$ cat config.mk
export PLATFORM = sky130hd
export DESIGN_NAME = spm_top
export DESIGN_NICKNAME = d
export VERILOG_FILES = /design/src/hdl/spm_pkg.sv /design/src/hdl/spm_gpi_if.sv /design/src/hdl/spm_gpi_sync.sv /design/src/hdl/spm_gpi_select.sv /design/src/hdl/spm_top.sv
export SDC_FILE = /design/constraint.sdc
export NUM_CORES = 1
export LEC_CHECK = 0
export BUFFER_PORTS_ARGS = -buffer_cell sky130_fd_sc_hd__buf_2
export CORE_AREA = 2 2 114 116
export CTS_CLUSTER_SIZE = 30
export DETAILED_ROUTE_END_ITERATION = 6
export DIE_AREA = 0 0 116 118
export HOLD_SLACK_MARGIN = 0.06
export PLACE_DENSITY = 0.72
export SLEW_MARGIN = 20
export SYNTH_ARGS = -nofsm -noshare
export SYNTH_HDL_FRONTEND = slang
export SYNTH_SLANG_ARGS = --single-unit
$ cat constraint.sdc
create_clock -name pclk -period 4.15 [get_ports pclk]
set_clock_uncertainty 0.2 [all_clocks]
set_input_delay 0.6225 -clock pclk [delete_from_list [all_inputs] [get_ports pclk]]
set_output_delay 0.6225 -clock pclk [all_outputs]
set_load 0.05 [all_outputs]
$ cat src/hdl/spm_pkg.sv
// Constants, register map and state encoding of the sensor PLL and mode control block
package spm_pkg;
  // Register byte offsets
  localparam logic [7:0] OFS_MODE_CTRL  = 8'h00;
  localparam logic [7:0] OFS_TRIG_CTRL  = 8'h04;
  localparam logic [7:0] OFS_PIN_SEL    = 8'h08;
  localparam logic [7:0] OFS_PLL_MUL    = 8'h0c;
  localparam logic [7:0] OFS_PRE_DIV    = 8'h10;
  localparam logic [7:0] OFS_PIX_DIV    = 8'h14;
  localparam logic [7:0] OFS_ROW_RATE   = 8'h18;
  localparam logic [7:0] OFS_STATUS     = 8'h1c;
  localparam logic [7:0] OFS_LIM_MUL    = 8'h20;
  localparam logic [7:0] OFS_LIM_PRE    = 8'h24;
  localparam logic [7:0] OFS_LIM_VCO    = 8'h28;
  localparam logic [7:0] OFS_LIM_VCOIN  = 8'h2c;
  localparam logic [7:0] OFS_SYS_DIV    = 8'h30;
  localparam logic [7:0] OFS_GPI_STATUS = 8'h34;
  // Field positions
  localparam int STREAM_BIT    = 2;
  localparam int GPI_EN_BIT    = 8;
  localparam int TRIG_BIT      = 0;
  localparam int GRST_EN_BIT   = 1;
  localparam int SEL_STBY_LSB  = 0;
  localparam int SEL_TRIG_LSB  = 4;
  localparam int PIX_OP_LSB    = 8;
  localparam int ROW_OP_LSB    = 8;
  // Reset values: serial interface defaults; fixed system dividers read back at OFS_SYS_DIV
  localparam logic [7:0]  RST_PLL_MUL   = 8'h40;
  localparam logic [5:0]  RST_PRE_DIV   = 6'h01;
  localparam logic [4:0]  RST_ARR_DIV   = 5'h03;
  localparam logic [4:0]  RST_OUT_DIV   = 5'h0c;
  localparam logic [2:0]  RST_ROW_LO    = 3'h1;
  localparam logic [2:0]  RST_ROW_HI    = 3'h1;
  localparam logic [3:0]  ARR_SYS_DIV   = 4'h1;
  localparam logic [3:0]  OUT_SYS_DIV   = 4'hc;
  // Limits reported read-only
  localparam logic [7:0]  MUL_MIN       = 8'h20;
  localparam logic [7:0]  MUL_MAX       = 8'h80;
  localparam logic [7:0]  PRE_MIN       = 8'h00;
  localparam logic [7:0]  PRE_MAX       = 8'h3f;
  localparam logic [15:0] VCO_MIN_MHZ   = 16'h0180;
  localparam logic [15:0] VCO_MAX_MHZ   = 16'h0300;
  localparam logic [15:0] VIN_MIN_MHZ   = 16'h0006;
  localparam logic [15:0] VIN_MAX_MHZ   = 16'h0030;
  // Timing
  localparam int CLK_MHZ        = 25;
  localparam int LOCK_TIME_US   = 1000;
  localparam int LOCK_CYCLES    = LOCK_TIME_US * CLK_MHZ;
  localparam int NO_PIN         = 0;

  typedef enum logic [1:0] {
    ST_STANDBY = 2'b00,
    ST_LOCK    = 2'b01,
    ST_STREAM  = 2'b10,
    ST_WAITEND = 2'b11
  } spm_state_type;
endpackage

$ cat src/hdl/spm_gpi_if.sv
// Interface carrying synchronised general purpose inputs and pin selections
`timescale 1ns/100ps
interface spm_gpi_if;
  logic [3:0] gpi_sync;
  logic [2:0] sel_stby;
  logic [2:0] sel_trig;
  logic       stby_pin;
  logic       stby_pin_used;
  logic       trig_pin;
  logic       trig_pin_used;
  modport sync (output gpi_sync);
  modport sel  (input gpi_sync, input sel_stby, input sel_trig,
                output stby_pin, output stby_pin_used, output trig_pin, output trig_pin_used);
  modport top  (input gpi_sync, output sel_stby, output sel_trig,
                input stby_pin, input stby_pin_used, input trig_pin, input trig_pin_used);
endinterface

$ cat src/hdl/spm_gpi_sync.sv
// Two-stage synchroniser for general purpose input pins
`timescale 1ns/100ps
module spm_gpi_sync #(
  parameter int W = 4
) (
  input  wire logic         pclk,
  input  wire logic         presetn,
  input  wire logic [W-1:0] gpi_pin,
  spm_gpi_if.sync           gif
);
  typedef struct packed {
    logic [W-1:0] s1;
    logic [W-1:0] s2;
  } spm_sync_type;
  spm_sync_type st_ff, nxt_st;
  always_comb begin
    nxt_st    = st_ff;
    nxt_st.s1 = gpi_pin;
    nxt_st.s2 = st_ff.s1;
  end
  always_ff @(posedge pclk or negedge presetn) begin
    if (!presetn) begin
      st_ff <= '0;
    end else begin
      st_ff <= nxt_st;
    end
  end
  assign gif.gpi_sync = st_ff.s2;
endmodule

$ cat src/hdl/spm_gpi_select.sv
// Maps a selected general purpose input onto the standby and trigger functions
`timescale 1ns/100ps
module spm_gpi_select (
  spm_gpi_if.sel gif
);
  // Code 0 means unassigned, codes 1..4 select an input
  function automatic logic pick(input logic [3:0] v, input logic [2:0] s);
    logic r;
    r = 1'b0;
    if (s != 3'h0 && s <= 3'h4) begin
      r = v[s[1:0] - 2'h1];
    end
    return r;
  endfunction
  function automatic logic used(input logic [2:0] s);
    return (s != 3'h0 && s <= 3'h4);
  endfunction
  assign gif.stby_pin      = pick(gif.gpi_sync, gif.sel_stby);
  assign gif.stby_pin_used = used(gif.sel_stby);
  assign gif.trig_pin      = pick(gif.gpi_sync, gif.sel_trig);
  assign gif.trig_pin_used = used(gif.sel_trig);
endmodule

$ cat src/hdl/spm_top.sv
// Streaming, standby, trigger and PLL divider control with APB register access
//
// Added by the designer: the address map and the APB slave port.
`timescale 1ns/100ps
module spm_top #(
  parameter int LOCK_CYC = spm_pkg::LOCK_CYCLES
) (
  input  wire logic        pclk,
  input  wire logic        presetn,
  input  wire logic        psel,
  input  wire logic        penable,
  input  wire logic        pwrite,
  input  wire logic [7:0]  paddr,
  input  wire logic [31:0] pwdata,
  output logic [31:0]      prdata,
  output logic             pready,
  output logic             pslverr,
  input  wire logic [3:0]  gpi_pin,
  input  wire logic        frame_end,
  output logic             pll_enable,
  output logic             pll_out_connect,
  output logic             core_clk_gate,
  output logic             grst_start,
  output logic [7:0]       pll_multiplier,
  output logic [5:0]       prescale_field,
  output logic [4:0]       array_pixel_divider,
  output logic [4:0]       output_pixel_divider,
  output logic [2:0]       row_rate_arr,
  output logic [2:0]       row_rate_out
);
  import spm_pkg::*;

  typedef struct packed {
    spm_state_type state;
    logic [24:0]   lock_cnt;
    logic          stream_bit;
    logic          gpi_en;
    logic          trig_bit;
    logic          grst_en;
    logic [2:0]    sel_stby;
    logic [2:0]    sel_trig;
    logic [7:0]    mul;
    logic [5:0]    pre;
    logic [4:0]    arr_div;
    logic [4:0]    out_div;
    logic [2:0]    row_lo;
    logic [2:0]    row_hi;
    logic          trig_prev;
    logic          grst_start;
    logic [31:0]   prdata;
    logic          pready;
    logic          pslverr;
    logic          pll_en;
    logic          pll_conn;
    logic          clk_gate;
  } spm_regs_type;

  spm_regs_type r_ff, nxt_r;
  spm_gpi_if gif();

  logic want_stream;
  logic trig_level;
  logic apb_setup;
  logic apb_wr;
  logic apb_rd;
  logic [31:0] rd_val;
  logic        rd_err;

  spm_gpi_sync #(.W(4)) u_sync (
    .pclk    (pclk),
    .presetn (presetn),
    .gpi_pin (gpi_pin),
    .gif     (gif.sync)
  );
  spm_gpi_select u_sel (
    .gif (gif.sel)
  );

  assign gif.sel_stby = r_ff.gpi_en ? r_ff.sel_stby : 3'h0;
  assign gif.sel_trig = r_ff.gpi_en ? r_ff.sel_trig : 3'h0;

  // Pin high forces standby; with no pin the bit alone decides
  always_comb begin
    if (gif.stby_pin_used) begin
      want_stream = r_ff.stream_bit && !gif.stby_pin;
    end else begin
      want_stream = r_ff.stream_bit;
    end
    trig_level = r_ff.trig_bit || (gif.trig_pin_used && gif.trig_pin);
  end

  // Slave answers in the access phase with no wait states
  assign apb_setup = psel && !penable;
  assign apb_wr    = psel && penable && pwrite;
  assign apb_rd    = apb_setup && !pwrite;

  always_comb begin
    rd_val = 32'h0;
    rd_err = 1'b0;
    unique case (paddr)
      OFS_MODE_CTRL:  rd_val = {23'h0, r_ff.gpi_en, 5'h0, r_ff.stream_bit, 2'h0};
      OFS_TRIG_CTRL:  rd_val = {30'h0, r_ff.grst_en, r_ff.trig_bit};
      OFS_PIN_SEL:    rd_val = {25'h0, r_ff.sel_trig, 1'b0, r_ff.sel_stby};
      OFS_PLL_MUL:    rd_val = {24'h0, r_ff.mul};
      OFS_PRE_DIV:    rd_val = {26'h0, r_ff.pre};
      OFS_PIX_DIV:    rd_val = {19'h0, r_ff.out_div, 3'h0, r_ff.arr_div};
      OFS_ROW_RATE:   rd_val = {21'h0, r_ff.row_hi, 5'h0, r_ff.row_lo};
      OFS_STATUS:     rd_val = {27'h0, r_ff.clk_gate, r_ff.pll_conn, r_ff.pll_en, r_ff.state};
      OFS_LIM_MUL:    rd_val = {16'h0, MUL_MAX, MUL_MIN};
      OFS_LIM_PRE:    rd_val = {16'h0, PRE_MAX, PRE_MIN};
      OFS_LIM_VCO:    rd_val = {VCO_MAX_MHZ, VCO_MIN_MHZ};
      OFS_LIM_VCOIN:  rd_val = {VIN_MAX_MHZ, VIN_MIN_MHZ};
      OFS_SYS_DIV:    rd_val = {24'h0, OUT_SYS_DIV, ARR_SYS_DIV};
      OFS_GPI_STATUS: rd_val = {28'h0, gif.gpi_sync};
      default:        rd_err = 1'b1;
    endcase
  end

  always_comb begin
    nxt_r            = r_ff;
    nxt_r.grst_start = 1'b0;
    nxt_r.pready     = apb_setup;
    nxt_r.pslverr    = apb_setup && rd_err;
    if (apb_rd) begin
      nxt_r.prdata = rd_val;
    end
    // Register writes stay live in every state so software can always reach the block
    if (apb_wr) begin
      unique case (paddr)
        OFS_MODE_CTRL: begin
          nxt_r.stream_bit = pwdata[STREAM_BIT];
          nxt_r.gpi_en     = pwdata[GPI_EN_BIT];
        end
        OFS_TRIG_CTRL: begin
          nxt_r.trig_bit = pwdata[TRIG_BIT];
          nxt_r.grst_en  = pwdata[GRST_EN_BIT];
        end
        OFS_PIN_SEL: begin
          nxt_r.sel_stby = pwdata[SEL_STBY_LSB +: 3];
          nxt_r.sel_trig = pwdata[SEL_TRIG_LSB +: 3];
        end
        // Divider writes during streaming are undefined for the host; stored as given
        OFS_PLL_MUL:   nxt_r.mul = pwdata[7:0];
        OFS_PRE_DIV:   nxt_r.pre = pwdata[5:0];
        OFS_PIX_DIV: begin
          nxt_r.arr_div = pwdata[4:0];
          nxt_r.out_div = pwdata[PIX_OP_LSB +: 5];
        end
        OFS_ROW_RATE: begin
          nxt_r.row_lo = pwdata[2:0];
          nxt_r.row_hi = pwdata[ROW_OP_LSB +: 3];
        end
        default: ;
      endcase
    end

    // Global reset trigger fires on the rising level of bit or pin
    nxt_r.trig_prev = trig_level;
    if (r_ff.grst_en && trig_level && !r_ff.trig_prev) begin
      nxt_r.grst_start = 1'b1;
    end

    unique case (r_ff.state)
      ST_STANDBY: begin
        nxt_r.pll_en   = 1'b0;
        nxt_r.pll_conn = 1'b0;
        nxt_r.clk_gate = 1'b0;
        if (want_stream) begin
          nxt_r.state    = ST_LOCK;
          nxt_r.pll_en   = 1'b1;
          nxt_r.lock_cnt = '0;
        end
      end
      ST_LOCK: begin
        // Output stays bypassed for the worst case lock time, not the typical one
        nxt_r.lock_cnt = r_ff.lock_cnt + 25'h1;
        if (!want_stream) begin
          nxt_r.state  = ST_STANDBY;
          nxt_r.pll_en = 1'b0;
        end else if (r_ff.lock_cnt >= 25'(LOCK_CYC - 1)) begin
          nxt_r.state    = ST_STREAM;
          nxt_r.pll_conn = 1'b1;
          nxt_r.clk_gate = 1'b1;
        end
      end
      ST_STREAM: begin
        if (!want_stream) begin
          nxt_r.state = ST_WAITEND;
        end
      end
      ST_WAITEND: begin
        if (frame_end) begin
          nxt_r.state    = ST_STANDBY;
          nxt_r.pll_en   = 1'b0;
          nxt_r.pll_conn = 1'b0;
          nxt_r.clk_gate = 1'b0;
        end
      end
    endcase
  end

  always_ff @(posedge pclk or negedge presetn) begin
    if (!presetn) begin
      r_ff         <= '0;
      r_ff.state   <= ST_STANDBY;
      r_ff.mul     <= RST_PLL_MUL;
      r_ff.pre     <= RST_PRE_DIV;
      r_ff.arr_div <= RST_ARR_DIV;
      r_ff.out_div <= RST_OUT_DIV;
      r_ff.row_lo  <= RST_ROW_LO;
      r_ff.row_hi  <= RST_ROW_HI;
    end else begin
      r_ff <= nxt_r;
    end
  end

  assign prdata               = r_ff.prdata;
  assign pready               = r_ff.pready;
  assign pslverr              = r_ff.pslverr;
  assign pll_enable           = r_ff.pll_en;
  assign pll_out_connect      = r_ff.pll_conn;
  assign core_clk_gate        = r_ff.clk_gate;
  assign grst_start           = r_ff.grst_start;
  assign pll_multiplier       = r_ff.mul;
  assign prescale_field       = r_ff.pre;
  assign array_pixel_divider  = r_ff.arr_div;
  assign output_pixel_divider = r_ff.out_div;
  assign row_rate_arr         = r_ff.row_lo;
  assign row_rate_out         = r_ff.row_hi;
endmodule

# Yosys cells after proc, flatten, opt, wreduce, memory -nomap -nowiden
# Cells that the tools add are included.
# W data, S select, Z words.
# totals
ff_bits,114
inputBits,50
output_inout_bits,68
wordCells,114
# classes
addsub,3
n_lt_le_gt_ge,5
n_eq_ne,23
n_mux,25
n_reduce_logical,34
# op_table
operator,count
$pmux W26 S14,1
$pmux W25 S2,1
$eq A8 B6 Y1 const B,6
$eq A8 B5 Y1 const B,4
$mux W27,1
$add A25 B1 Y25 const B,1
$ge A25 B15 Y1 const B,1
$eq A8 B4 Y1 const B,2
$reduce_and A2 Y1,8
$reduce_or A14 Y1,1
$mux W2,6
$ne A2 B2 Y1 const B,6
$logic_and A1 B1 Y1,11
$mux W1,9
$mux W3,3
$pmux W3 S3,1
$reduce_bool A3 Y1,3
$eq A8 B3 Y1 const B,1
$logic_not A8 Y1,1
$pmux W2 S4,1
$reduce_and A4 Y1,2
$le A3 B3 Y1 const B,2
$lt A2 B3 Y1 const B,2
$bmux W1 S2,2
other kinds (9),14

# Depth between registers and ports, before layout
# Gate-level depths: netlist of the first run.
# logic_depth
ltp_word,10
ltp_mapped,9
depth_no_buf,7

# Hierarchy
# From an unflattened synthesis of the first run, not the netlist that was laid out.
# hier_totals
hier_cells,503
hier_area_um2,5388.9
# modules_own_cells
mod,instances,cells_each,area_each_um2,seq_area_each_um2
spm_top,1,483,5066.1,2262.2
spm_gpi_sync,1,8,200.2,200.2
spm_gpi_select,1,12,122.6,0.0

# Least setup slack after synthesis of the first run
# No wires, ideal clock.
# synth_path
kind,input-to-reg
start,in paddr[3]
end,reg r_ff (netlist bit output_pixel_divider[4])
setup_time_ns,0.128
arrival_time_ns,1.897
required_time_ns,3.822
setup_slack_ns,1.926
stages,5
path_buffers,1
cell_sequence,buf_4 > nor4b_4 > and2_2 > nand2_4 > mux2_1
# synth_via
elab_chain_len,2
# synth_rtl
item,line,source
from (decl),spm_top.sv:13,"input wire logic [7:0] paddr,"
$eq A8 B5 Y1,spm_top.sv:129,unique case (paddr)
$reduce_and A2 Y1 (no line),-,
to (signal assigned),spm_top.sv:213,r_ff <= nxt_r;
to (decl),spm_top.sv:58,"spm_regs_type r_ff, nxt_r;"
# No other way between the ends.
# A chain may end at the register's enable or synchronous reset.

# Worst setup path in the final report of the first run
# layout_path
start,reg r_ff[77] in the netlist's numbering
end,reg r_ff[93] in the netlist's numbering
# layout_via
elab_chain_len,10
word_cells_on_any_way,13
cone_classes,1 x add/sub; 1 x order compare; 1 x eq/ne; 5 x mux; 5 x reduce/logical
# layout_rtl
item,line,source
$mux W3 (*),spm_top.sv:79,assign gif.sel_stby = r_ff.gpi_en ? r_ff.sel_stby : 3'h0;
$sub A2 B1 Y2,spm_gpi_select.sv:11,r = v[s[1:0] - 2'h1];
$bmux W1 S2,spm_gpi_select.sv:11,
$mux W1 (not written as such),spm_gpi_select.sv:11,
$mux W1,spm_gpi_select.sv:10,if (s != 3'h0 && s <= 3'h4) begin
$logic_not A1 Y1,spm_top.sv:85,want_stream = r_ff.stream_bit && !gif.stby_pin;
$logic_and A1 B1 Y1,spm_top.sv:85,
$mux W1 (*),spm_top.sv:84,if (gif.stby_pin_used) begin
$ne A2 B2 Y1 (no line) (*),-,
$reduce_and A2 Y1 (no line) (*),-,
# Mark *: on every way between the ends. The rest lies on a longest branch, timed or not. The select of a mux whose other input is x is not followed.

==> results of run 1 <==
cells by family after synthesis:
family / Yosys count / share of synthesized area, %
compound gates: 112 / 14.1
simple gates: 161 / 18.2
flops: 98 / 45.9
fa+ha+maj: 3 / 0.701
buf+inv: 85 / 10.7
xor+xnor: 2 / 0.327
mux: 44 / 9.97
other cells: 1 / 0.0700
cells in the mapped netlist, drive strengths merged, types with 6 or more instances:
master,n,area [sq um]
nand2,41,171
a21oi,17,85.1
nor2,22,98.9
dfstp,8,210
and3,9,57.6
nor4,7,80.1
a22oi,9,67.6
nand3,31,160
clkbuf,11,41.3
buf,70,517
mux2,41,492
dfrtp,90,2250
o21ai,44,224
o211ai,6,50.1
nand4,10,77.6
state kept, by name (all words and copies together) (netlist names), named ones only:
register and flops:
r_ff 37, prdata 17, pll_multiplier 8, prescale_field 6
array_pixel_divider 5, output_pixel_divider 5, u_sync.gif.gpi_sync 4, u_sync.nxt_st 4
row_rate_arr 3, row_rate_out 3, grst_start 1, pll_enable 1
pll_out_connect 1, pready 1, pslverr 1
where the power goes:
part           switching [mW]  internal, mW
clock network           0.331         0.558
logic                   0.122        0.0430
registers              0.0191         0.977
total                   0.472          1.58
layer usage:
metal / track usage, % / vias up / wire (um)
li1: - / 1851 / -
met1: 24.0 / 1911 / 5380
met2: 29.9 / 122 / 6000
met3: 3.81 / 11 / 592
met4: 3.87 / 0 / 143
met5: 0 / - / 0
layout make-up:
type,instances,area (sq um)
Sequential cell,98,2460
Clock buffer,13,260
Multi-Input combinational cell,335,2380
Timing Repair Buffer,89,462
Fill cell,1160,6560
Inverter,4,15.0
Tap cell,172,215
Clock inverter,2,60.1
how the worst min path moves through the flow:
stage / to / slack (ps) / depth (start not counted)
5_1_grt: u_sync.gif.gpi_sync[0] / 140 / 0
6_report: r_ff[83] / 120 / 1
4_1_cts: u_sync.gif.gpi_sync[0] / 140 / 0
3_3_place_gp: u_sync.gif.gpi_sync[1] / 160 / 0
3_5_place_dp: u_sync.gif.gpi_sync[0] / 130 / 0
2_1_floorplan: async pin / 130 / 0
metrics by stage:
step                      cell area (sq um)  util [%]  hold WS, ps
final                                  5860      47.2          124
after global routing                   5860      47.2          143
after CTS                              5850      47.1          138
after detailed placement               5530      44.6          135
after global placement                 5530      44.6          160
after floorplan                        5400         -          127
worst reg2reg max path, stage by stage, from the launching register on:
cell	delay (ps)
sky130_fd_sc_hd__dfrtp_1	520
sky130_fd_sc_hd__nand2_1	140
sky130_fd_sc_hd__ha_1	230
sky130_fd_sc_hd__a21oi_1	170
sky130_fd_sc_hd__o32ai_2	170
sky130_fd_sc_hd__o31ai_4	600
sky130_fd_sc_hd__o21ai_0	220
sky130_fd_sc_hd__o31ai_1	110
==> flow_summary.ini, run 1 <==
[run_status]
outcome = finished, final reports clean

[layout]
n_antenna_cell = 0
most-common-layout-cells = sky130_fd_sc_hd__dfrtp_1 (90), sky130_fd_sc_hd__buf_2 (84), sky130_fd_sc_hd__o21ai_0 (40)
area_growth_pct = 9.27
finalNonFillerCells = 713
drive_gt1_share_pct = 32.7
nets = 590
most_common_cell_after_layout_fill_and_taps_aside = sky130_fd_sc_hd__dfrtp_1

[timing]
post-route-period-util_pct = 59.6
final-hold-violation-count = 0
grt_setup_unrepaired = no
final_critical_delay_including_setup_and_external_delays_ps = 2470
tightest_slew_ps = 818
highest_clock_rate_mhz = 404
timing_max_transition_violations_final = 0
totalNegativeSetupSlack_ps = 0
tightest_slew_margin_relative_to_the_limit_pct = 44.7
setup_violations = 0
timing.final.ws_setup_ps = 1680

[global_routing]
overflow = 0
grtUsageTotal_pct = 18.0
grt_start_max_net_pins = 81
antenna_found_initial = 0
via_count_of_the_first_global_routing_pass = 3777
grt_pass1_wl_um = 19500

[clocking]
htree_levels = 3
worst_setup_hold_path_clk_slew_ps = 60
clock-root-buffer = sky130_fd_sc_hd__clkbuf_16
cts_resized = 0
tritoncts = built
cts-root-to-sink-buffers = 2
buffers_inserted_during_post_cts_setup_optimization = 0
clock_sink_count = 98
cts_buffers = 9
clk_latency_ps = 340
cts_hold_repair.buffers = 0

[synth]
async_sr_flop_fraction_pct = 100
synth_seq_cells = 98
synth-edff-count = 0
netlist_area_sq_um = 5360
dominantRegCellSynth = sky130_fd_sc_hd__dfrtp_1
synth_sequential_area_ratio_pct = 45.9
yosys_warnings = 0
post_synth.cell_area_avg_sq_um = 10.6
post_synth_inst_count = 506
synth.distinct_cells = 78

[place]
place_ws_ps = 1400
placed_cells = 698
gp_congestion = 0.839
dp_hpwl_um = 8790
io_buffers = 85

[floorplanning]
floorplan.die.height_um = 118
floorplan.initialDensity_pct = 43.2
core_box_area_sq_um = 12400
die_area_sq_um = 13700
floorplan.die.width_um = 116
boundaryPins = 118
fp-row-count = 41

[pwr]
power.density_cell_area_nw_per_um2 = 350
p_leak_nw = 2.86
fin_total_pwr_mw = 2.05
ir_drop_uv = 258

[worst_setup_path]
timing_worst_setup_path_type = reg -> reg
timing.critical_path.cells = nand2_1 > ha_1 > a21oi_1 > o32ai_2 > o31ai_4 > o21ai_0 > o31ai_1
crit-reg2reg-launch = r_ff[77]
cp_max_fo = 16
start_kind = register
slowest_delay_ps = 600
worst-r2r-setup-slack_ps = 1680
worst_path_max_delay_cell = sky130_fd_sc_hd__o31ai_4
worst-endpoint-required_ps = 4180
timing.reg2reg.worst_path_depth = 7
cp_top_family = compound AO/OA/AOI/OAI gates
endpoint_kind = register
worstReg2RegEnd = r_ff[93]
path_depth = 7
critical_path_arrival_ps = 2500
crit_buf_inv = 0
timing.critical_path.from = r_ff[77]
timing.critical_path.to = r_ff[93]

[hold_path]
min-delay-path-class = in -> async

[route]
wl_per_cell_um = 17.0
drt-total-wl_um = 12100
viasPerCell = 5.46
number_of_nets_still_failing_antenna_checks_after_routing = 0
first_iter_violations = 305
drcViolationCount = 0
routed-via-count = 3895
firstDrtPassIters = 5

[job]
timing.max_cap.violations = 0
(Power assumes the default switching activity.)
==> inputs of run 2 (changes only) <==
--- a/config.mk
+++ b/config.mk
@@ -5,13 +5,14 @@
 export SDC_FILE = /design/constraint.sdc
 export NUM_CORES = 1
 export LEC_CHECK = 0
+export ABC_AREA = 1
 export BUFFER_PORTS_ARGS = -buffer_cell sky130_fd_sc_hd__buf_2
-export CORE_AREA = 2 2 114 116
+export CORE_AREA = 2 2 117 119
 export CTS_CLUSTER_SIZE = 30
 export DETAILED_ROUTE_END_ITERATION = 6
-export DIE_AREA = 0 0 116 118
+export DIE_AREA = 0 0 119 121
 export HOLD_SLACK_MARGIN = 0.06
-export PLACE_DENSITY = 0.72
+export PLACE_DENSITY = 0.71
 export SLEW_MARGIN = 20
 export SYNTH_ARGS = -nofsm -noshare
 export SYNTH_HDL_FRONTEND = slang
==> constraint.sdc (replaced) <==
create_clock -name pclk -period 2.6 [get_ports pclk]
set_clock_uncertainty 0.2 [all_clocks]
set_input_delay 0.39 -clock pclk [delete_from_list [all_inputs] [get_ports pclk]]
set_output_delay 0.39 -clock pclk [all_outputs]
set_load 0.05 [all_outputs]
==> flow_summary.ini, run 2 <==
[run_status]
outcome = finished, final reports clean

[hold_path]
hold_start = pwdata[12]
min-delay-path-class = in -> reg
min_path_cells = 3
holdPathEnd = output_pixel_divider[4]

[global_routing]
grt_pass1_wl_um = 21200
grt_start_max_net_pins = 99
grtUsageTotal_pct = 18.6
antenna_found_initial = 0
overflow = 0
via_count_of_the_first_global_routing_pass = 4195

[clocking]
htree_levels = 3
clk_latency_ps = 360
worst_setup_hold_path_clk_slew_ps = 70
cts_buffers = 9
clock-root-buffer = sky130_fd_sc_hd__clkbuf_16
clock_sink_count = 98
cts-root-to-sink-buffers = 2
tritoncts = built
cts_resized = 0
buffers_inserted_during_post_cts_setup_optimization = 0

[worst_setup_path]
cp_max_fo = 26
worst-endpoint-required_ps = 2650
timing.critical_path.cells = nand2_2 > ha_1 > nand3b_1 > nand3_1 > nand2_2 > inv_2 > nand2_4 > a21oi_1 > nor2_1
timing_worst_setup_path_type = reg -> reg
start_kind = register
critical_path_arrival_ps = 2230
worst-r2r-setup-slack_ps = 420
worstReg2RegEnd = r_ff[101]
timing.reg2reg.worst_path_depth = 9
endpoint_kind = register
crit_buf_inv = 1
crit-reg2reg-launch = r_ff[77]
worst_path_max_delay_cell = sky130_fd_sc_hd__dfrtp_1
cp_top_family = simple AND/OR/NAND/NOR gates
slowest_delay_ps = 550
worst_path_most_repeated_cell = sky130_fd_sc_hd__nand2_2

[timing]
setup_violations = 0
grt_setup_unrepaired = no
timing_max_transition_violations_final = 0
tightest_slew_ps = 553
final_critical_delay_including_setup_and_external_delays_ps = 2180
final-hold-violation-count = 0
highest_clock_rate_mhz = 458
tightest_slew_margin_relative_to_the_limit_pct = 63.2
post-route-period-util_pct = 83.9
totalNegativeSetupSlack_ps = 0
timing.final.ws_setup_ps = 418

[layout]
nets = 775
largest_reg_flops = 37
area_growth_pct = 9.50
most-common-layout-cells = sky130_fd_sc_hd__nand2_1 (192), sky130_fd_sc_hd__dfrtp_1 (90), sky130_fd_sc_hd__buf_2 (84)
drive_gt1_share_pct = 26.4
most_common_cell_after_layout_fill_and_taps_aside = sky130_fd_sc_hd__nand2_1
seqCellArea_sq_um = 2460
n_antenna_cell = 0
multi_input_area_sq_um = 2450
largest-register = r_ff
layout.filler_cells = 1297

[floorplanning]
fp-row-count = 42
floorplan.die.width_um = 119
boundaryPins = 118
core_box_area_sq_um = 13100
die_area_sq_um = 14400
floorplan.initialDensity_pct = 43.0
floorplan.die.height_um = 121

[pwr]
fin_total_pwr_mw = 3.65
p_leak_nw = 3.15
ir_drop_uv = 242
power.density_cell_area_nw_per_um2 = 592

[synth]
synth.most_common_cell = sky130_fd_sc_hd__nand2_1
synth_top_cells_by_count = sky130_fd_sc_hd__nand2_1 (192), sky130_fd_sc_hd__dfrtp_1 (90), sky130_fd_sc_hd__buf_4 (66)
post_synth_inst_count = 680
netlist_area_sq_um = 5630
dominantRegCellSynth = sky130_fd_sc_hd__dfrtp_1
async_sr_flop_fraction_pct = 100
synth.distinct_cells = 42
synth.area.mux_share_pct = 0.267
synth-xor-area-share_pct = 0.311
synth_seq_cells = 98
synth_adder_area_share_pct = 0.667
top_area_cells_in_the_synthesized_netlist = sky130_fd_sc_hd__dfrtp_1 (40%), sky130_fd_sc_hd__nand2_1 (13%), sky130_fd_sc_hd__buf_4 (8.8%)
synth-edff-count = 0
synth_simple_gate_area_share_pct = 31.1
largest_family_of_logic_cells_by_synthesized_area = simple AND/OR/NAND/NOR gates
yosys_warnings = 0
yosys.area.top_type_share_pct = 40.0
synth-compound-area-share_pct = 10.3
synth.largest_area_cell = sky130_fd_sc_hd__dfrtp_1
synth_sequential_area_ratio_pct = 43.8
post_synth.cell_area_avg_sq_um = 8.27

[route]
drcViolationCount = 0
number_of_nets_still_failing_antenna_checks_after_routing = 0
firstDrtPassIters = 5
dr.max_layer_used = met4
viasPerCell = 4.86
routed-wl-met2_um = 5920
routed_length_on_met3_um = 653
detail_route.wirelength.met1_um = 5700
wl_per_cell_um = 13.8
drt-total-wl_um = 12500
first_iter_violations = 276
routed-via-count = 4388

[place]
place_ws_ps = 447
gp_congestion = 0.912
dp_hpwl_um = 8940
io_buffers = 85

[job]
timing.max_cap.violations = 0
## run 2: routing by layer
| layer | GRT usage (%) | vias up |
|---|---|---|
| li1 | - | 2221 |
| met1 | 24.6 | 2018 |
| met2 | 30.7 | 134 |
| met3 | 3.76 | 15 |
| met4 | 6.32 | 0 |
| met5 | 0 | - |
## run 2: repair_timing
action                                  in CTS  in global routing
endpoints found under the setup margin       0                  0
hold endpoints to repair                    98                  0
hold buffers                                 9                  0
## run 2: worst register-to-register path, stage by stage (launching register included)
cell and delay, ps:
sky130_fd_sc_hd__dfrtp_1 550, sky130_fd_sc_hd__nand2_2 120, sky130_fd_sc_hd__ha_1 330, sky130_fd_sc_hd__nand3b_1 170, sky130_fd_sc_hd__nand3_1 100, sky130_fd_sc_hd__nand2_2 80, sky130_fd_sc_hd__inv_2 90, sky130_fd_sc_hd__nand2_4 180
sky130_fd_sc_hd__a21oi_1 200, sky130_fd_sc_hd__nor2_1 50
## run 2: area by class of cell
type | instances | share of cell area, %
well taps | 176 | 3.58
clock buffers | 11 | 4.10
multi-input cells | 468 | 39.7
flip-flops and latches | 98 | 40.0
clock inverters | 5 | 0.731
inverters | 48 | 2.93
repair buffers | 97 | 8.98
## run 2: worst max-delay path by stage
| stage | from | end | slack (ps) | depth (start not counted) |
|---|---|---|---|---|
| 5_1_grt | r_ff[77] | r_ff[81] | 250 | 9 |
| 3_3_place_gp | r_ff[77] | r_ff[101] | 490 | 9 |
| 6_report | r_ff[77] | r_ff[101] | 420 | 9 |
| 3_5_place_dp | r_ff[77] | r_ff[101] | 450 | 9 |
| 2_1_floorplan | r_ff[77] | r_ff[86] | 790 | 11 |
| 4_1_cts | r_ff[77] | r_ff[101] | 430 | 9 |
## run 2: cells by family after synthesis
kind of cell,count (synthesis)
compound gates,94
xor+xnor,2
fa+ha+maj,3
buf+inv,126
flops,98
mux,1
other cells,1
simple gates,355
## run 2: metrics by stage
stage | hold slack (ps) | area, sq um | std cells | utilization (%)
6_report | 69.5 | 6160 | 903 | 47.1
5_1_grt | 72.2 | 6160 | 903 | 47.1
4_1_cts | 61.0 | 6160 | 903 | 47.1
3_5_place_dp | 136 | 5770 | 878 | 44.1
3_3_place_gp | 135 | 5770 | 878 | 44.1
2_1_floorplan | -106 | 5670 | 692 | -
## run 2: power breakdown
part	leakage [nW]	internal [mW]	switching [mW]
sequential	1.30	1.59	0.0786
clock	0.145	0.717	0.631
combinational	1.70	0.166	0.462
